[src/eaxc_defines.svh]
// Constants for the effective-address and exception-check block
`ifndef EAXC_DEFINES_SVH
`define EAXC_DEFINES_SVH
`define EAXC_OP_TWI 6'h03
`define EAXC_OP_SC 6'h11
`define EAXC_OP_B 6'h12
`define EAXC_OP_X19 6'h13
`define EAXC_OP_X31 6'h1f
`define EAXC_OP_X59 6'h3b
`define EAXC_OP_X63 6'h3f
`define EAXC_XO_RFI 10'h032
`define EAXC_XO_ISYNC 10'h096
`define EAXC_XO_BCLR 10'h010
`define EAXC_XO_BCCTR 10'h210
`define EAXC_XO_TW 10'h004
`define EAXC_XO_MFMSR 10'h053
`define EAXC_XO_MTMSR 10'h092
`define EAXC_XO_MFSPR 10'h153
`define EAXC_XO_MTSPR 10'h1d3
`define EAXC_XO_MFTB 10'h173
`define EAXC_XO_MFSR 10'h253
`define EAXC_XO_MFSRIN 10'h293
`define EAXC_XO_MTSR 10'h0d2
`define EAXC_XO_MTSRIN 10'h0f2
`define EAXC_XO_DCBI 10'h1d6
`define EAXC_XO_TLBIE 10'h132
`define EAXC_XO_TLBSYNC 10'h236
`define EAXC_XO_TLBIA 10'h172
`define EAXC_XO_SYNC 10'h256
`define EAXC_XO_FSQRT 5'h16
`define EAXC_SPR_XER 10'h001
`define EAXC_SPR_LR 10'h008
`define EAXC_SPR_CTR 10'h009
`define EAXC_SPR_PVR 10'h11f
`define EAXC_SPR_HARDWARE_IMPL_REG_1 10'h3f5
`define EAXC_TBR_TBL 10'h10c
`define EAXC_TBR_TBU 10'h10d
`endif

[src/eaxc_pkg.sv]
// Types for the effective-address and exception-check block
package eaxc_pkg;
  typedef enum logic [2:0] {
    EAXC_CAUSE_NONE = 3'h0,
    EAXC_CAUSE_IFETCH = 3'h1,
    EAXC_CAUSE_ILLEGAL = 3'h2,
    EAXC_CAUSE_PRIV = 3'h3,
    EAXC_CAUSE_TRAP = 3'h4,
    EAXC_CAUSE_SYSCALL = 3'h5,
    EAXC_CAUSE_FP = 3'h6,
    EAXC_CAUSE_DACCESS = 3'h7
  } eaxc_cause_t;
  typedef enum logic [1:0] {
    EAXC_BR_IMM = 2'h0,
    EAXC_BR_LINK = 2'h1,
    EAXC_BR_COUNT = 2'h2,
    EAXC_BR_SEQ = 2'h3
  } eaxc_br_src_t;
  typedef enum logic [1:0] {
    EAXC_ST_IDLE = 2'h0,
    EAXC_ST_DRAIN = 2'h1,
    EAXC_ST_ISSUE = 2'h2
  } eaxc_state_t;
endpackage

[src/eaxc_core.sv]
// Effective address generation and instruction exception checking
`timescale 1ns/1ps
`default_nettype none
`include "eaxc_defines.svh"
module eaxc_core #(
  parameter int AW = 32
) (
  input wire logic clk,
  input wire logic resetn,
  input wire logic insn_valid,
  input wire logic [31:0] insn_word,
  input wire logic [AW-1:0] insn_addr,
  input wire logic [AW-1:0] base_reg_operand,
  input wire logic [AW-1:0] index_reg_operand,
  input wire logic [AW-1:0] link_reg,
  input wire logic [AW-1:0] count_reg,
  input wire logic [3:0] mem_len,
  input wire logic is_mem_access,
  input wire logic use_index,
  input wire eaxc_pkg::eaxc_br_src_t br_src,
  input wire logic user_mode_bit,
  input wire logic fp_exc_enable,
  input wire logic fp_exc_cond,
  input wire logic trap_cond,
  input wire logic ifetch_page_fault,
  input wire logic data_page_fault,
  input wire logic little_endian_sel,
  input wire logic older_drained,
  output logic [AW-1:0] data_ea,
  output logic [AW-1:0] branch_ea,
  output logic [AW-1:0] next_seq_ea,
  output logic [AW-1:0] last_byte_ea,
  output logic wraps,
  output logic misaligned,
  output logic big_endian,
  output logic dispatch_ready,
  output logic complete_ready,
  output logic exc_valid,
  output eaxc_pkg::eaxc_cause_t exc_cause,
  output logic cr_update,
  output logic xer_ov_update,
  output logic spr_write_en
);
  logic [5:0] opcd;
  logic [9:0] xo;
  logic [4:0] xo5;
  logic [9:0] sprn;
  logic [4:0] ra_field;
  logic [AW-1:0] base_val, offset_val, br_imm, seq_sum;
  logic [AW:0] end_sum;
  logic is_x31, is_x19, is_fp;
  logic illegal, priv, spr_bad, spr_super, spr_ro, sync_ctx, sync_exec;
  logic barrier;
  logic endian_le_reg;
  eaxc_pkg::eaxc_cause_t cause_next;
  eaxc_pkg::eaxc_state_t state_reg, state_next;

  assign opcd = insn_word[31:26];
  assign xo = insn_word[10:1];
  assign xo5 = insn_word[5:1];
  assign ra_field = insn_word[20:16];
  // Split halves of the register number are swapped in the encoding
  assign sprn = {insn_word[15:11], insn_word[20:16]};
  assign is_x31 = (opcd == `EAXC_OP_X31);
  assign is_x19 = (opcd == `EAXC_OP_X19);
  assign is_fp = (opcd == `EAXC_OP_X59) || (opcd == `EAXC_OP_X63);

  // Base of zero when the field names register zero
  assign base_val = (ra_field == 5'h00) ? '0 : base_reg_operand;
  assign offset_val = use_index ? index_reg_operand
                    : {{(AW-16){insn_word[15]}}, insn_word[15:0]};
  // Carry out of the top bit dropped by the width of the sum
  assign data_ea = base_val + offset_val;
  assign br_imm = {{(AW-26){insn_word[25]}}, insn_word[25:2], 2'b00};
  assign seq_sum = insn_addr + AW'(4);
  assign next_seq_ea = seq_sum;

  always_comb begin
    unique case (br_src)
      eaxc_pkg::EAXC_BR_IMM: branch_ea = insn_word[1] ? br_imm
                                         : insn_addr + br_imm;
      eaxc_pkg::EAXC_BR_LINK: branch_ea = {link_reg[AW-1:2], 2'b00};
      eaxc_pkg::EAXC_BR_COUNT: branch_ea = {count_reg[AW-1:2], 2'b00};
      eaxc_pkg::EAXC_BR_SEQ: branch_ea = seq_sum;
    endcase
  end

  // Length is supplied by decode of the instruction itself
  assign end_sum = {1'b0, data_ea} + {{(AW-3){1'b0}}, mem_len};
  assign last_byte_ea = data_ea + AW'(mem_len) - AW'(1);
  assign wraps = is_mem_access && end_sum[AW]
                 && (end_sum[AW-1:0] != '0);
  always_comb begin
    unique case (mem_len)
      4'h1: misaligned = 1'b0;
      4'h2: misaligned = data_ea[0];
      4'h4: misaligned = |data_ea[1:0];
      4'h8: misaligned = |data_ea[2:0];
      default: misaligned = 1'b0;
    endcase
  end

  // Reset default is big-endian
  always_ff @(posedge clk or negedge resetn) begin
    if (!resetn) begin
      endian_le_reg <= 1'b0;
    end else begin
      endian_le_reg <= little_endian_sel;
    end
  end
  assign big_endian = !endian_le_reg;

  always_comb begin
    spr_bad = 1'b0;
    spr_super = 1'b0;
    spr_ro = 1'b0;
    if (is_x31 && (xo == `EAXC_XO_MFTB)) begin
      spr_bad = (sprn != `EAXC_TBR_TBL) && (sprn != `EAXC_TBR_TBU);
    end else if (is_x31 && (xo == `EAXC_XO_MFSPR || xo == `EAXC_XO_MTSPR)) begin
      // Bit 4 of the number marks supervisor-level registers
      spr_super = sprn[4];
      spr_ro = (xo == `EAXC_XO_MTSPR)
               && (sprn == `EAXC_SPR_HARDWARE_IMPL_REG_1 || sprn == `EAXC_SPR_PVR);
      spr_bad = !sprn[4] && (sprn != `EAXC_SPR_XER)
                && (sprn != `EAXC_SPR_LR)
                && (sprn != `EAXC_SPR_CTR);
    end
  end

  always_comb begin
    illegal = 1'b0;
    priv = 1'b0;
    if (insn_word == 32'h0000_0000) illegal = 1'b1;
    unique case (opcd)
      6'h01, 6'h04, 6'h05, 6'h06, 6'h09, 6'h16, 6'h38, 6'h3c, 6'h3d:
        illegal = 1'b1;
      6'h02, 6'h1e, 6'h3a, 6'h3e: illegal = 1'b1;
      default: ;
    endcase
    if (is_fp && xo5 == `EAXC_XO_FSQRT) illegal = 1'b1;
    if (is_x31 && xo == `EAXC_XO_TLBIA) illegal = 1'b1;
    if (spr_bad) illegal = 1'b1;
    if (is_x31) begin
      unique case (xo)
        `EAXC_XO_DCBI, `EAXC_XO_MFMSR, `EAXC_XO_MTMSR, `EAXC_XO_MFSR,
        `EAXC_XO_MFSRIN, `EAXC_XO_MTSR, `EAXC_XO_MTSRIN,
        `EAXC_XO_TLBIE, `EAXC_XO_TLBSYNC: priv = user_mode_bit;
        `EAXC_XO_MFSPR, `EAXC_XO_MTSPR: priv = user_mode_bit && spr_super;
        default: ;
      endcase
    end
    if (is_x19 && xo == `EAXC_XO_RFI) priv = user_mode_bit;
  end

  // Supervisor write to a read-only register is dropped silently
  assign spr_write_en = insn_valid && is_x31 && (xo == `EAXC_XO_MTSPR)
                        && !illegal && !priv && !spr_ro;

  // Only the top cause leaves; fetch fault outranks decode faults
  always_comb begin
    cause_next = eaxc_pkg::EAXC_CAUSE_NONE;
    if (ifetch_page_fault) cause_next = eaxc_pkg::EAXC_CAUSE_IFETCH;
    else if (illegal) cause_next = eaxc_pkg::EAXC_CAUSE_ILLEGAL;
    else if (priv) cause_next = eaxc_pkg::EAXC_CAUSE_PRIV;
    else if (opcd == `EAXC_OP_SC) cause_next = eaxc_pkg::EAXC_CAUSE_SYSCALL;
    else if (trap_cond && (opcd == `EAXC_OP_TWI
             || (is_x31 && xo == `EAXC_XO_TW)))
      cause_next = eaxc_pkg::EAXC_CAUSE_TRAP;
    else if (fp_exc_cond && fp_exc_enable)
      cause_next = eaxc_pkg::EAXC_CAUSE_FP;
    else if (data_page_fault && is_mem_access)
      cause_next = eaxc_pkg::EAXC_CAUSE_DACCESS;
  end

  always_ff @(posedge clk or negedge resetn) begin
    if (!resetn) begin
      exc_valid <= 1'b0;
      exc_cause <= eaxc_pkg::EAXC_CAUSE_NONE;
    end else begin
      exc_valid <= insn_valid && dispatch_ready
                   && (cause_next != eaxc_pkg::EAXC_CAUSE_NONE);
      exc_cause <= (insn_valid && dispatch_ready) ? cause_next
                   : eaxc_pkg::EAXC_CAUSE_NONE;
    end
  end

  // Record and overflow forms only; faulting instructions update neither flag
  always_ff @(posedge clk or negedge resetn) begin
    if (!resetn) begin
      cr_update <= 1'b0;
      xer_ov_update <= 1'b0;
    end else begin
      cr_update <= insn_valid && dispatch_ready && insn_word[0]
                   && (is_x31 || is_fp)
                   && (cause_next == eaxc_pkg::EAXC_CAUSE_NONE);
      xer_ov_update <= insn_valid && dispatch_ready && is_x31
                       && insn_word[10]
                       && (cause_next == eaxc_pkg::EAXC_CAUSE_NONE);
    end
  end

  // Context sync: sc, rfi. Exec sync start: mtmsr. Barriers: sync, isync.
  assign sync_ctx = (opcd == `EAXC_OP_SC)
                    || (is_x19 && xo == `EAXC_XO_RFI);
  // Machine state write waits for drain but changes no fetch context
  assign sync_exec = is_x31 && (xo == `EAXC_XO_MTMSR);
  assign barrier = (is_x31 && xo == `EAXC_XO_SYNC)
                   || (is_x19 && xo == `EAXC_XO_ISYNC);

  always_comb begin
    state_next = state_reg;
    unique case (state_reg)
      eaxc_pkg::EAXC_ST_IDLE:
        if (insn_valid && (sync_ctx || sync_exec) && !older_drained)
          state_next = eaxc_pkg::EAXC_ST_DRAIN;
      eaxc_pkg::EAXC_ST_DRAIN:
        if (older_drained) state_next = eaxc_pkg::EAXC_ST_ISSUE;
      eaxc_pkg::EAXC_ST_ISSUE:
        state_next = eaxc_pkg::EAXC_ST_IDLE;
      default: state_next = eaxc_pkg::EAXC_ST_IDLE;
    endcase
  end

  always_ff @(posedge clk or negedge resetn) begin
    if (!resetn) state_reg <= eaxc_pkg::EAXC_ST_IDLE;
    else state_reg <= state_next;
  end

  // Dispatch holds while a synchronizing instruction waits to start
  assign dispatch_ready = !((sync_ctx || sync_exec) && insn_valid)
                          || older_drained;
  // Barriers may start early but finish only after the drain
  assign complete_ready = !(barrier && insn_valid) || older_drained;

  a_ea_sum_wrap: assert property (@(posedge clk) disable iff (!resetn)
    data_ea == AW'(base_val + offset_val))
    else $error("Effective address sum wrong");
  a_base_zero: assert property (@(posedge clk) disable iff (!resetn)
    (ra_field == 5'h00 && use_index) |-> data_ea == index_reg_operand)
    else $error("Base register zero not treated as zero");
  a_align_word: assert property (@(posedge clk) disable iff (!resetn)
    (mem_len == 4'h4) |-> misaligned == (data_ea[1:0] != 2'b00))
    else $error("Word alignment misclassified");
  a_ctx_wait: assert property (@(posedge clk) disable iff (!resetn)
    (insn_valid && sync_ctx && !older_drained) |-> !dispatch_ready)
    else $error("Context sync issued before drain");
  a_barrier_hold: assert property (@(posedge clk) disable iff (!resetn)
    (insn_valid && barrier && !older_drained) |-> !complete_ready)
    else $error("Barrier completed before drain");
  a_zero_illegal: assert property (@(posedge clk) disable iff (!resetn)
    (insn_valid && dispatch_ready && insn_word == 32'h0
     && !ifetch_page_fault)
    |=> exc_valid && exc_cause == eaxc_pkg::EAXC_CAUSE_ILLEGAL)
    else $error("Zero word not illegal");
  a_sc_raise: assert property (@(posedge clk) disable iff (!resetn)
    (insn_valid && dispatch_ready && insn_word[31:26] == `EAXC_OP_SC
     && !ifetch_page_fault)
    |=> exc_cause == eaxc_pkg::EAXC_CAUSE_SYSCALL)
    else $error("System call not raised");
  a_fp_gate: assert property (@(posedge clk) disable iff (!resetn)
    (insn_valid && !fp_exc_enable) |=> exc_cause != eaxc_pkg::EAXC_CAUSE_FP)
    else $error("FP exception while disabled");
  a_ro_noop: assert property (@(posedge clk) disable iff (!resetn)
    spr_ro |-> !spr_write_en)
    else $error("Read-only register written");
  a_endian_reset: assert property (@(posedge clk)
    $rose(resetn) |-> big_endian)
    else $error("Not big-endian after reset");
  a_exc_clean: assert property (@(posedge clk) disable iff (!resetn)
    exc_valid |-> !cr_update && !xer_ov_update)
    else $error("Faulting instruction updated state");
  // Last word of the space must roll over to the bottom
  a_seq_next: assert property (@(posedge clk) disable iff (!resetn)
    (&insn_addr[AW-1:2])
    |-> next_seq_ea == {{(AW-2){1'b0}}, insn_addr[1:0]})
    else $error("Sequential address did not roll over");
  a_wrap_top: assert property (@(posedge clk) disable iff (!resetn)
    (is_mem_access && (&data_ea) && mem_len == 4'h2) |-> wraps)
    else $error("Operand past top address did not wrap");
  a_no_wrap: assert property (@(posedge clk) disable iff (!resetn)
    !is_mem_access |-> !wraps)
    else $error("Wrap flagged without memory access");
  a_last_byte: assert property (@(posedge clk) disable iff (!resetn)
    (mem_len == 4'h1) |-> last_byte_ea == data_ea)
    else $error("Byte operand last address wrong");
  a_br_link: assert property (@(posedge clk) disable iff (!resetn)
    (br_src == eaxc_pkg::EAXC_BR_LINK)
    |-> branch_ea[AW-1:2] == link_reg[AW-1:2])
    else $error("Link target wrong");
  a_br_count: assert property (@(posedge clk) disable iff (!resetn)
    (br_src == eaxc_pkg::EAXC_BR_COUNT)
    |-> branch_ea[AW-1:2] == count_reg[AW-1:2])
    else $error("Count target wrong");
  a_msr_wait: assert property (@(posedge clk) disable iff (!resetn)
    (insn_valid && sync_exec && !older_drained) |-> !dispatch_ready)
    else $error("Machine state write issued before drain");
  a_illegal_op: assert property (@(posedge clk) disable iff (!resetn)
    (insn_valid && dispatch_ready && opcd == 6'h01 && !ifetch_page_fault)
    |=> exc_cause == eaxc_pkg::EAXC_CAUSE_ILLEGAL)
    else $error("Undefined opcode not illegal");
  a_op64_illegal: assert property (@(posedge clk) disable iff (!resetn)
    (insn_valid && dispatch_ready && opcd == 6'h3e && !ifetch_page_fault)
    |=> exc_cause == eaxc_pkg::EAXC_CAUSE_ILLEGAL)
    else $error("Wide-only opcode not illegal");
  a_tlbia_illegal: assert property (@(posedge clk) disable iff (!resetn)
    (is_x31 && xo == `EAXC_XO_TLBIA) |-> illegal)
    else $error("Unimplemented invalidate-all not illegal");
  a_priv_user: assert property (@(posedge clk) disable iff (!resetn)
    (insn_valid && dispatch_ready && user_mode_bit && is_x31
     && xo == `EAXC_XO_MFMSR && !ifetch_page_fault)
    |=> exc_cause == eaxc_pkg::EAXC_CAUSE_PRIV)
    else $error("User state read not privileged");
  a_priv_super: assert property (@(posedge clk) disable iff (!resetn)
    !user_mode_bit |-> !priv)
    else $error("Privilege fault in supervisor mode");
  a_spr_user: assert property (@(posedge clk) disable iff (!resetn)
    (is_x31 && xo == `EAXC_XO_MFSPR && sprn == `EAXC_SPR_LR)
    |-> !priv && !illegal)
    else $error("User register read faulted");
  a_tb_bad: assert property (@(posedge clk) disable iff (!resetn)
    (is_x31 && xo == `EAXC_XO_MFTB && sprn == 10'h000) |-> illegal)
    else $error("Bad time-base field not illegal");
  a_fetch_first: assert property (@(posedge clk) disable iff (!resetn)
    (insn_valid && dispatch_ready && ifetch_page_fault)
    |=> exc_cause == eaxc_pkg::EAXC_CAUSE_IFETCH)
    else $error("Fetch fault not reported");
  a_trap_raise: assert property (@(posedge clk) disable iff (!resetn)
    (insn_valid && dispatch_ready && trap_cond
     && opcd == `EAXC_OP_TWI && !ifetch_page_fault)
    |=> exc_cause == eaxc_pkg::EAXC_CAUSE_TRAP)
    else $error("Satisfied trap not raised");
  a_cr_record: assert property (@(posedge clk) disable iff (!resetn)
    (insn_valid && dispatch_ready && !insn_word[0]) |=> !cr_update)
    else $error("Condition update without record form");
  a_ov_plain: assert property (@(posedge clk) disable iff (!resetn)
    (insn_valid && dispatch_ready && !insn_word[10]) |=> !xer_ov_update)
    else $error("Overflow update without overflow form");
  a_exc_idle: assert property (@(posedge clk) disable iff (!resetn)
    !insn_valid |=> !exc_valid)
    else $error("Exception without an instruction");

  c_wrap: cover property (@(posedge clk) disable iff (!resetn) wraps);
  c_priv: cover property (@(posedge clk) disable iff (!resetn)
    exc_cause == eaxc_pkg::EAXC_CAUSE_PRIV);
  c_drain: cover property (@(posedge clk) disable iff (!resetn)
    state_reg == eaxc_pkg::EAXC_ST_DRAIN ##1
    state_reg == eaxc_pkg::EAXC_ST_ISSUE);
  c_trap: cover property (@(posedge clk) disable iff (!resetn)
    exc_cause == eaxc_pkg::EAXC_CAUSE_TRAP);
endmodule
`default_nettype wire

[config.mk]
export PLATFORM = sky130hd
export DESIGN_NAME = eaxc_core
export DESIGN_NICKNAME = d
export VERILOG_FILES = /design/src/eaxc_pkg.sv /design/src/eaxc_core.sv
export VERILOG_INCLUDE_DIRS = /design/src /design/src/src
export SDC_FILE = /design/constraint.sdc
export NUM_CORES = 1
export LEC_CHECK = 0
export BUFFER_PORTS_ARGS = -buffer_cell sky130_fd_sc_hd__buf_2
export CAP_MARGIN = 20
export CORE_AREA = 2 2 136 138
export DETAILED_ROUTE_END_ITERATION = 10
export DIE_AREA = 0 0 138 140
export PLACE_DENSITY = 0.88
export SETUP_SLACK_MARGIN = 0.1
export SYNTH_ARGS = -nofsm -noshare
export SYNTH_HDL_FRONTEND = slang
export SYNTH_SLANG_ARGS = --single-unit
[constraint.sdc]
create_clock -name clk -period 5.8 [get_ports clk]
set_input_delay 0 -clock clk [delete_from_list [all_inputs] [get_ports clk]]
set_output_delay 0 -clock clk [all_outputs]
set_load 0.05 [all_outputs]
Yosys cells after proc, flatten, opt, wreduce, memory -nomap -nowiden. Index checks and enable logic that the tools add are counted.

Flip-flop bits (word level): 7. Output and inout port bits: 140. Logic and storage cells: 151. Bits of input ports: 211.

Reduce and logical (&&, ||, !) cells: 63. Eq/ne operators: 50. Multiplexer cells: 27. Add/subtract/negate cells: 6.

Operators with widths (count): $pmux W32 S4 (1); $mux W32 (3); $eq A10 B9 Y1 const B (7); $add A32 B32 Y32 (2); $eq A10 B10 Y1 const B (5); $eq A6 B6 Y1 const B (7); $eq A10 B8 Y1 const B (4); $logic_and A1 B1 Y1 (35); $add A32 B4 Y33 (1); $add A32 B3 Y32 const B (1); $add A32 B4 Y32 (1); $logic_not A32 Y1 (1); $reduce_bool A32 Y1 (1); $sub A32 B1 Y32 const B (1); $eq A6 B5 Y1 const B (5); $mux W3 (8); $ne A10 B4 Y1 const B (2); $ne A10 B9 Y1 const B (2); $eq A6 B3 Y1 const B (3); $mux W1 (13); $reduce_or A13 Y1 (1); $eq A6 B2 Y1 const B (2); $eq A10 B3 Y1 const B (1); $eq A10 B6 Y1 const B (1); 21 further kinds (38).

Longest topological paths before layout. Gate-level depths: netlist (run 1).

Depth after elaboration: 14. Mapped depth: 24. Mapped depth without buffers: 23.

Worst setup path before layout (run 1). No wires, ideal clock.

Path kind: input to output. From: input insn_word[19]. To: output last_byte_ea[25]. Data arrival time: 7.579 ns. Slack: -1.779 ns. Buffers on the path: 1. Data required time: 5.800 ns. Stages: 21. Cells stage by stage: or2_1 -> nor4_2 -> clkbuf_1 -> nor2b_1 -> ha_1 -> inv_1 -> fa_1 -> nor2b_4 -> o311a_2 -> o21a_1 -> o311ai_1 -> ha_1 -> or4_1 -> nor2_1 -> nor3_1 -> o22ai_1 -> a31oi_1 -> a221oi_2 -> a21o_1 -> a21oi_1 -> o311ai_0.

Word-level cells in the longest chain between the ends: 5.

Ends and longest elaborated chain: from (decl) (RTL line eaxc_core.sv:11) `input wire logic [31:0] insn_word,`; $logic_not A5 Y1 (RTL line eaxc_core.sv:69) `assign base_val = (ra_field == 5'h00) ? '0 : base_reg_operand;`; $mux W32 (RTL line eaxc_core.sv:69); $add A32 B32 Y32 (RTL line eaxc_core.sv:73) `assign data_ea = base_val + offset_val;`; net data_ea[12] (RTL line eaxc_core.sv:29) `output logic [AW-1:0] data_ea,`; $add A32 B4 Y32 (RTL line eaxc_core.sv:90) `assign last_byte_ea = data_ea + AW'(mem_len) - AW'(1);`; $sub A32 B1 Y32 (RTL line eaxc_core.sv:90); to (decl) (RTL line eaxc_core.sv:32) `output logic [AW-1:0] last_byte_ea,`.

The timed path passes the listed nets, and every way through them passes these cells.

Worst setup path in the final report (run 1).
From: input insn_word[16]. To: output last_byte_ea[31].

Word-level cells in the longest chain between the ends: 5.

Ends and longest elaborated chain (RTL line): $logic_not A5 Y1 (eaxc_core.sv:69); $mux W32 (eaxc_core.sv:69); $add A32 B32 Y32 (eaxc_core.sv:73); $add A32 B4 Y32 (eaxc_core.sv:90); $sub A32 B1 Y32 (eaxc_core.sv:90).

Every way passes these cells.

==> results of run 1 <==
==> final cells by class <==
| type | count | share of cell area |
|---|---|---|
| Tap cell | 229 | 0.02452 |
| Clock buffer | 4 | 0.006744 |
| Timing Repair Buffer | 381 | 0.1779 |
| Antenna cell | 5 | 0.001071 |
| Sequential cell | 7 | 0.01499 |
| Multi-Input combinational cell | 1114 | 0.7423 |
| Inverter | 101 | 0.03244 |
==> placed cells by master, fill, tap and decap left out, types with 7 or more instances in the layout <==
cell type    n
and2_1       7
inv_1       96
nor2_1      83
nor2b_1     45
buf_2      344
xor2_1      28
xnor2_1     68
a21o_1      34
mux2i_1      9
nor3b_1     11
mux2_2      19
o31ai_1     11
o22ai_1      8
or2_2       12
buf_4       29
mux4_2      23
nand3_1     44
or3_1        9
o211ai_1    14
a211oi_1    17
and3_1      15
nor3_1      27
o21ai_0     54
nand2b_1    18
a21oi_1     75
nand4_1     24
dfrtp_1      7
nor4_1      16
o21bai_1    12
a31oi_1      8
o21a_1      16
ha_1       121
nand2_1    121
==> power groups by stage <==
stage / Clock, mW / Combinational (mW) / Sequential [mW]
floorplan: 0 / 2.93 / 0.0587
global placement: 0 / 3.70 / 0.0522
detailed placement: 0 / 3.74 / 0.0523
CTS: 0.119 / 3.76 / 0.0518
global route: 0.123 / 4.16 / 0.0519
finish: 0.120 / 3.92 / 0.0518
==> routing by layer <==
layer	part of all wire	track usage
met5	0	0
met4	0.034	0.1058
met3	0.094	0.03932
met2	0.46	0.5318
met1	0.41	0.4398
==> kinds of logic (layout without fill, tap and decap cells) <==
group | count (synthesis) | count (layout)
buffers and inverters | 141 | 486
AND/OR/NAND/NOR | 484 | 484
other | 0 | 5
flip-flops | 7 | 7
XOR/XNOR | 107 | 107
AO/OA/AOI/OAI | 342 | 342
adder cells (fa/ha/maj) | 130 | 130
multiplexers | 51 | 51
==> cells in the mapped netlist, types with 12 or more instances <==
cell        n
xor2_1     29
nor2_1     84
o21bai_1   12
nand2b_1   18
nand4_1    24
mux4_2     23
clkbuf_1   30
xnor2_1    72
nand2_1   121
nor4_1     17
nand3_1    44
o211ai_1   14
a21oi_1    77
o21ai_0    54
o21a_1     16
nor3_1     30
nor2b_1    45
mux2_2     19
and3_1     15
a211oi_1   20
or2_2      12
a21o_1     34
ha_1      126
inv_1      96
==> worst paths after layout <==
kind	slack [ps]	depth (start not counted)	end	startpoint
min in group asynchronous	150	2	endian_le_reg	resetn
worst min-delay path	100	2	xer_ov_update	insn_valid
worst max-delay path	180	24	last_byte_ea[31]	insn_word[16]
max in group asynchronous	5470	2	cr_update	resetn
==> timing repair <==
action	4_1_cts	5_1_grt
endpoints found under the hold margin	9	0
endpoints found under the setup margin	0	8
gates resized for setup	0	28
hold buffers	3	0
buffers inserted	0	10
==> stage by stage <==
step / hold slack (ps) / utilization
detailed placement: -150.4 / 0.6326
floorplan: -295.6 / -
CTS: 95.80 / 0.6387
global placement: -154.5 / 0.6322
finish: 103.4 / 0.6574
global route: 104.6 / 0.6569
==> run_results.csv, run 1 <==
group,metric,value,unit
floorplanning,die-area,0.01932,mm2
critical_path,path_buf_inv,4,
critical_path,critPathRequiredTime,5800,ps
synth,synth_ff_type,"dfrtp_1",
pwr,comb_power_share,0.958,
synth,postSynthCellCount,1262,
route,drt_iter0_drc,941,
route,drc,0,
synth,yosysTopAreaCellShare,0.1717,
clock_tree,clk_pin_slew,30,ps
route,routedWlPerCell,18.94,um
floorplanning,io_pins,351,
cells_and_area,largest_register,"exc_cause",
synth,syn-num-nets,1603,
synth,syn_area_per_cell,7.274,um2
synth,synth_top_family_by_area,"simple AND/OR/NAND/NOR gates",
cells_and_area,seq_area,175.2,um2
cells_and_area,final.fill_count,1568,
route,finalWirelength,34860,um
placement,port_buffers,346,
synth,yosys-top-cells-area,"ha_1 (17%), xnor2_1 (6.9%), mux4_2 (5.6%), nand2_1 (4.9%), a21oi_1 (4.2%)",
floorplanning,dieWidth,138,um
run,maxCapViolations,0,
synth,synth_top_area_cell,"ha_1",
critical_path,crit_type,"in -> out",
global_route,grt_usage,0.3227,
global_route,grt-ovfl-total,0,
global_route,grt_pass1_vias,10269,
pwr,sw_frac_of_total,0.6623,
floorplanning,die_y,140,um
cells_and_area,area_growth,27.31,%
pwr,seq_power_share,0.013,
critical_path,cp_slowest_stage_delay,560,ps
pwr,ir_drop,0.0005803,V
synth,synthAdderAreaFrac,0.1805,
critical_path,crit_slowest_cell,"or4_1",
cells_and_area,multi_input_area,0.008676,mm2
placement,gp_congestion,0.9757,
synth,yosys_warnings,0,
critical_path,crit_fanout,6,
critical_path,start_kind,"input port",
synth,ys_seq_elements,7,
cells_and_area,stdcell_area,0.01169,mm2
synth,ys_async_sr_fraction,1.000,
sta,finalHoldViolations,0,
floorplanning,initial_core_util,0.5163,
critical_path,critPathCaptureType,"output port",
sta,slew_violations,0,
synth,netlist_area,0.009180,mm2
placement,placed_cell_area,0.01125,mm2
synth,synth-edff-count,0,
pwr,p_int,1.382,mW
clock_tree,max-clock-path-buffers,2,
sta,finalCritPeriodShare,0.9690,
floorplanning,core.rowCount,49,
sta,worstMarginPinSlew,1018,ps
route,ant_nets,0,
cells_and_area,fin_nets,1949,
critical_path,worstPathArrival,5620,ps
sta,rsz0062_at_grt,"yes",
synth,synth_mux_area_frac,0.08955,
floorplanning,core,0.01778,mm2
global_route,grt_max_degree,45,
placement,placed_cells,1816,
cells_and_area,largest_register_ffs,3,
clock_tree,htree_levels,1,
synth,seq_area_frac_synth,0.01908,
synth,synth-simple-area-share,0.2771,
sta,slew_headroom,0.3175,
synth,synth_compound_area_frac,0.2626,
synth,synthXorXnorAreaFrac,0.1099,
pwr,power_density,350.1,mW/mm2
worst_hold_path,hp-class,"in -> reg",
critical_path,cpLargestDelayFamily,"simple AND/OR/NAND/NOR gates",
pwr,p_clk_frac,0.029,
sta,post-route-min-period,5620,ps
placement,pre_cts_slack,206.3,ps
global_route,grt_antenna_before_repair,3,
global_route,grt_pass1_wl,52260,um
critical_path,path_cells,"buf_2 > or2_1 > nor4_4 > buf_12 > nor2b_1 > ha_1 > inv_1 > fa_2 > nor2b_4 > o311a_4 > or2_2 > a221oi_4 > xnor2_4 > ha_4 > or4_1 > nor2_1 > nor3_1 > o22ai_1 > a31oi_1 > a221oi_2 > a311oi_2 > or3_4 > o211ai_1 > buf_4",
sta,setup_slack,179.8,ps
cells_and_area,layout-drive-gt1-share,0.3130,
route,drt-pass1-iter-count,5,
status,status,"finished clean",
pwr,p_sw,2.710,mW
sta,max_clock_freq,177.9,MHz
clock_tree,cts_buffers,3,
pwr,power.leakage,5.669,nW
sta,setup_viol,0,
sta,fin_tns_setup,0,ps
pwr,totalPowerFinal,4.092,mW
clock_tree,cts_num_sinks,7,
synth,synth.distinct_cells,103,
cells_and_area,layout.cells.non_filler,1841,
clock_tree,clockRootBuffer,"clkbuf_16",
clock_tree,cts_tree,"built",
placement,dp.final_hpwl,28690,um
route,viasPerCell,6.163,
route,vias,11347,
(Power assumes the default switching activity.)
==> run 2: changes to the inputs <==
--- a/config.mk
+++ b/config.mk
@@ -12,7 +12,7 @@
 export DETAILED_ROUTE_END_ITERATION = 10
 export DIE_AREA = 0 0 138 140
 export PLACE_DENSITY = 0.88
-export SETUP_SLACK_MARGIN = 0.1
+export SETUP_SLACK_MARGIN = 0.3
 export SYNTH_ARGS = -nofsm -noshare
 export SYNTH_HDL_FRONTEND = slang
 export SYNTH_SLANG_ARGS = --single-unit
==> run 2 against run 1 <==
  * Maximum frequency rose by 5.0%
  * First-iteration DRC count rose by 3.5%
  * Critical path depth rose by 1
  * Cell count fell by 0.60%
  * Clock power rose by 4%
  * Critical endpoint is now wraps
  * Largest power group unchanged
  * Highest routed layer is now met5
==> run_results.csv, run 2 (synthesis results as in run 1) <==
group,metric,value,unit
cells_and_area,layout-drive-gt1-share,0.3158,
pwr,comb_power_share,0.957,
global_route,grtUsageMet1,0.4249,
cells_and_area,final_cell_mix,"buf_2 (341), nand2_1 (121), ha_1 (120)",
floorplanning,die_y,140,um
cells_and_area,area_growth,26.55,%
run,maxCapViolations,0,
route,routedWlPerCell,18.57,um
route,ant_nets,0,
cells_and_area,seq_area,175.2,um2
clock_tree,cts_tree,"built",
floorplanning,io_pins,351,
placement,pre_cts_slack,87.85,ps
route,drt-pass1-iter-count,5,
pwr,ir_drop,0.0006152,V
pwr,sw_frac_of_total,0.6621,
status,status,"finished clean",
global_route,met2_usage,0.5261,
global_route,grt_antenna_before_repair,6,
critical_path,critPathRequiredTime,5800,ps
sta,setup_viol,0,
floorplanning,dieWidth,138,um
sta,setup_slack,449.6,ps
placement,dp.final_hpwl,28490,um
clock_tree,clockRootBuffer,"clkbuf_16",
sta,post-route-min-period,5350,ps
pwr,seq_power_share,0.013,
cells_and_area,largest_register,"exc_cause",
worst_hold_path,min_path_cells,2,
sta,rsz0062_at_grt,"yes",
global_route,grt_usage,0.3198,
clock_tree,clk_pin_slew,40,ps
sta,finalHoldViolations,0,
pwr,power.leakage,5.635,nW
pwr,p_sw,2.710,mW
floorplanning,initial_core_util,0.5163,
sta,finalCritPeriodShare,0.9225,
global_route,grt_max_degree,45,
cells_and_area,fin_nets,1941,
cells_and_area,largest_register_ffs,3,
pwr,p_int,1.383,mW
route,drt_iter0_drc,974,
critical_path,start_kind,"input port",
route,finalWirelength,33980,um
sta,max_clock_freq,186.9,MHz
global_route,top_usage_layer,"met2",
sta,slew_headroom,0.3231,
cells_and_area,layout_commonest_cell,"buf_2",
global_route,grtUsageMet3,0.06188,
critical_path,worstPathArrival,5350,ps
placement,placed_cell_area,0.01134,mm2
floorplanning,die-area,0.01932,mm2
global_route,grt-ovfl-total,0,
cells_and_area,multi_input_area,0.008723,mm2
floorplanning,core.rowCount,49,
floorplanning,core,0.01778,mm2
sta,worstMarginPinSlew,1006,ps
cells_and_area,stdcell_area,0.01162,mm2
clock_tree,cts_num_sinks,7,
pwr,power_density,352.3,mW/mm2
sta,slew_violations,0,
route,drc,0,
pwr,p_clk_frac,0.031,
worst_hold_path,hp-class,"in -> reg",
placement,port_buffers,346,
sta,fin_tns_setup,0,ps
critical_path,crit_type,"in -> out",
clock_tree,htree_levels,1,
cells_and_area,final.fill_count,1576,
placement,gp_congestion,0.9789,
clock_tree,cts_buffers,3,
route,vias,11235,
critical_path,critPathCaptureType,"output port",
critical_path,crit_fanout,16,
route,viasPerCell,6.139,
clock_tree,max-clock-path-buffers,2,
global_route,grt_pass1_wl,52030,um
cells_and_area,post-route-util,0.6534,
global_route,grt_pass1_vias,10304,
run 2: changes by cell type in the layout (fill, tap and decap cells not counted), sizes merged:
cell,before,now
clkdlybuf4s18,0,1
buf,376,368
diode,5,2
clkbuf,6,5
run 2: area by class of cell:
class                      instances  area share
clock buffer                       4    0.006785
timing repair buffer             373      0.1695
multi-input combinational       1114      0.7509
tap                              229     0.02466
sequential                         7     0.01508
antenna                            2   0.0004308
inverter                         101     0.03263
run 2: stage by stage:
stage / std cells / total power [mW] / hold WS (ps)
after floorplan: 1262 / 3.018 / -295.6
final: 1830 / 4.093 / 106.9
after CTS: 1822 / 4.011 / 106.7
after global placement: 1811 / 3.768 / -154.4
after detailed placement: 1812 / 3.825 / -149.8
after global routing: 1829 / 4.341 / 121.9
run 2: repair_timing:
action,CTS,global route
pin swaps,3,7
resized for setup,5,19
buffers inserted,3,6
endpoints found under the setup margin,4,11
gates cloned,0,0
hold buffers,3,0
hold endpoints to repair,9,0
run 2: final timing paths:
path / from / end / slack [ps]
max: insn_word[19] / wraps / 450
min: insn_valid / xer_ov_update / 110
max in group asynchronous: resetn / exc_cause[0] / 5500
min in group asynchronous: resetn / exc_cause[2] / 130
run 2: worst max-delay path, cell delays in order:
cell       delay (ps)
buf_2             150
or2_4             270
nor4_4            210
buf_12            190
nor2b_1            60
ha_1              410
a21o_2            250
a31o_2            290
a32oi_2           280
a21oi_2           140
o2111ai_1         200
nor3b_4           290
inv_1             140
ha_1              250
nand2_1            70
nor2_1             70
o2111ai_1         230
or2_2             250
nor2_2             70
nand2_1           110
nand4_1           190
a2111o_1          420
nor4_1            380
a31oi_1           170
clkbuf_4          240
run 2: per-layer routing:
metal,share of wire,up-vias
li1,-,5343
met1,0.41,5226
met2,0.45,572
met3,0.098,86
met4,0.032,8
met5,0.0017,-
run 2: power by group through the flow:
stage               clock network [mW]  registers [mW]  logic, mW
global route                     0.126          0.0519       4.16
CTS                              0.125          0.0517       3.83
global placement                     0          0.0522       3.72
floorplan                            0          0.0587       2.96
detailed placement                   0          0.0523       3.77
finish                           0.125          0.0516       3.92
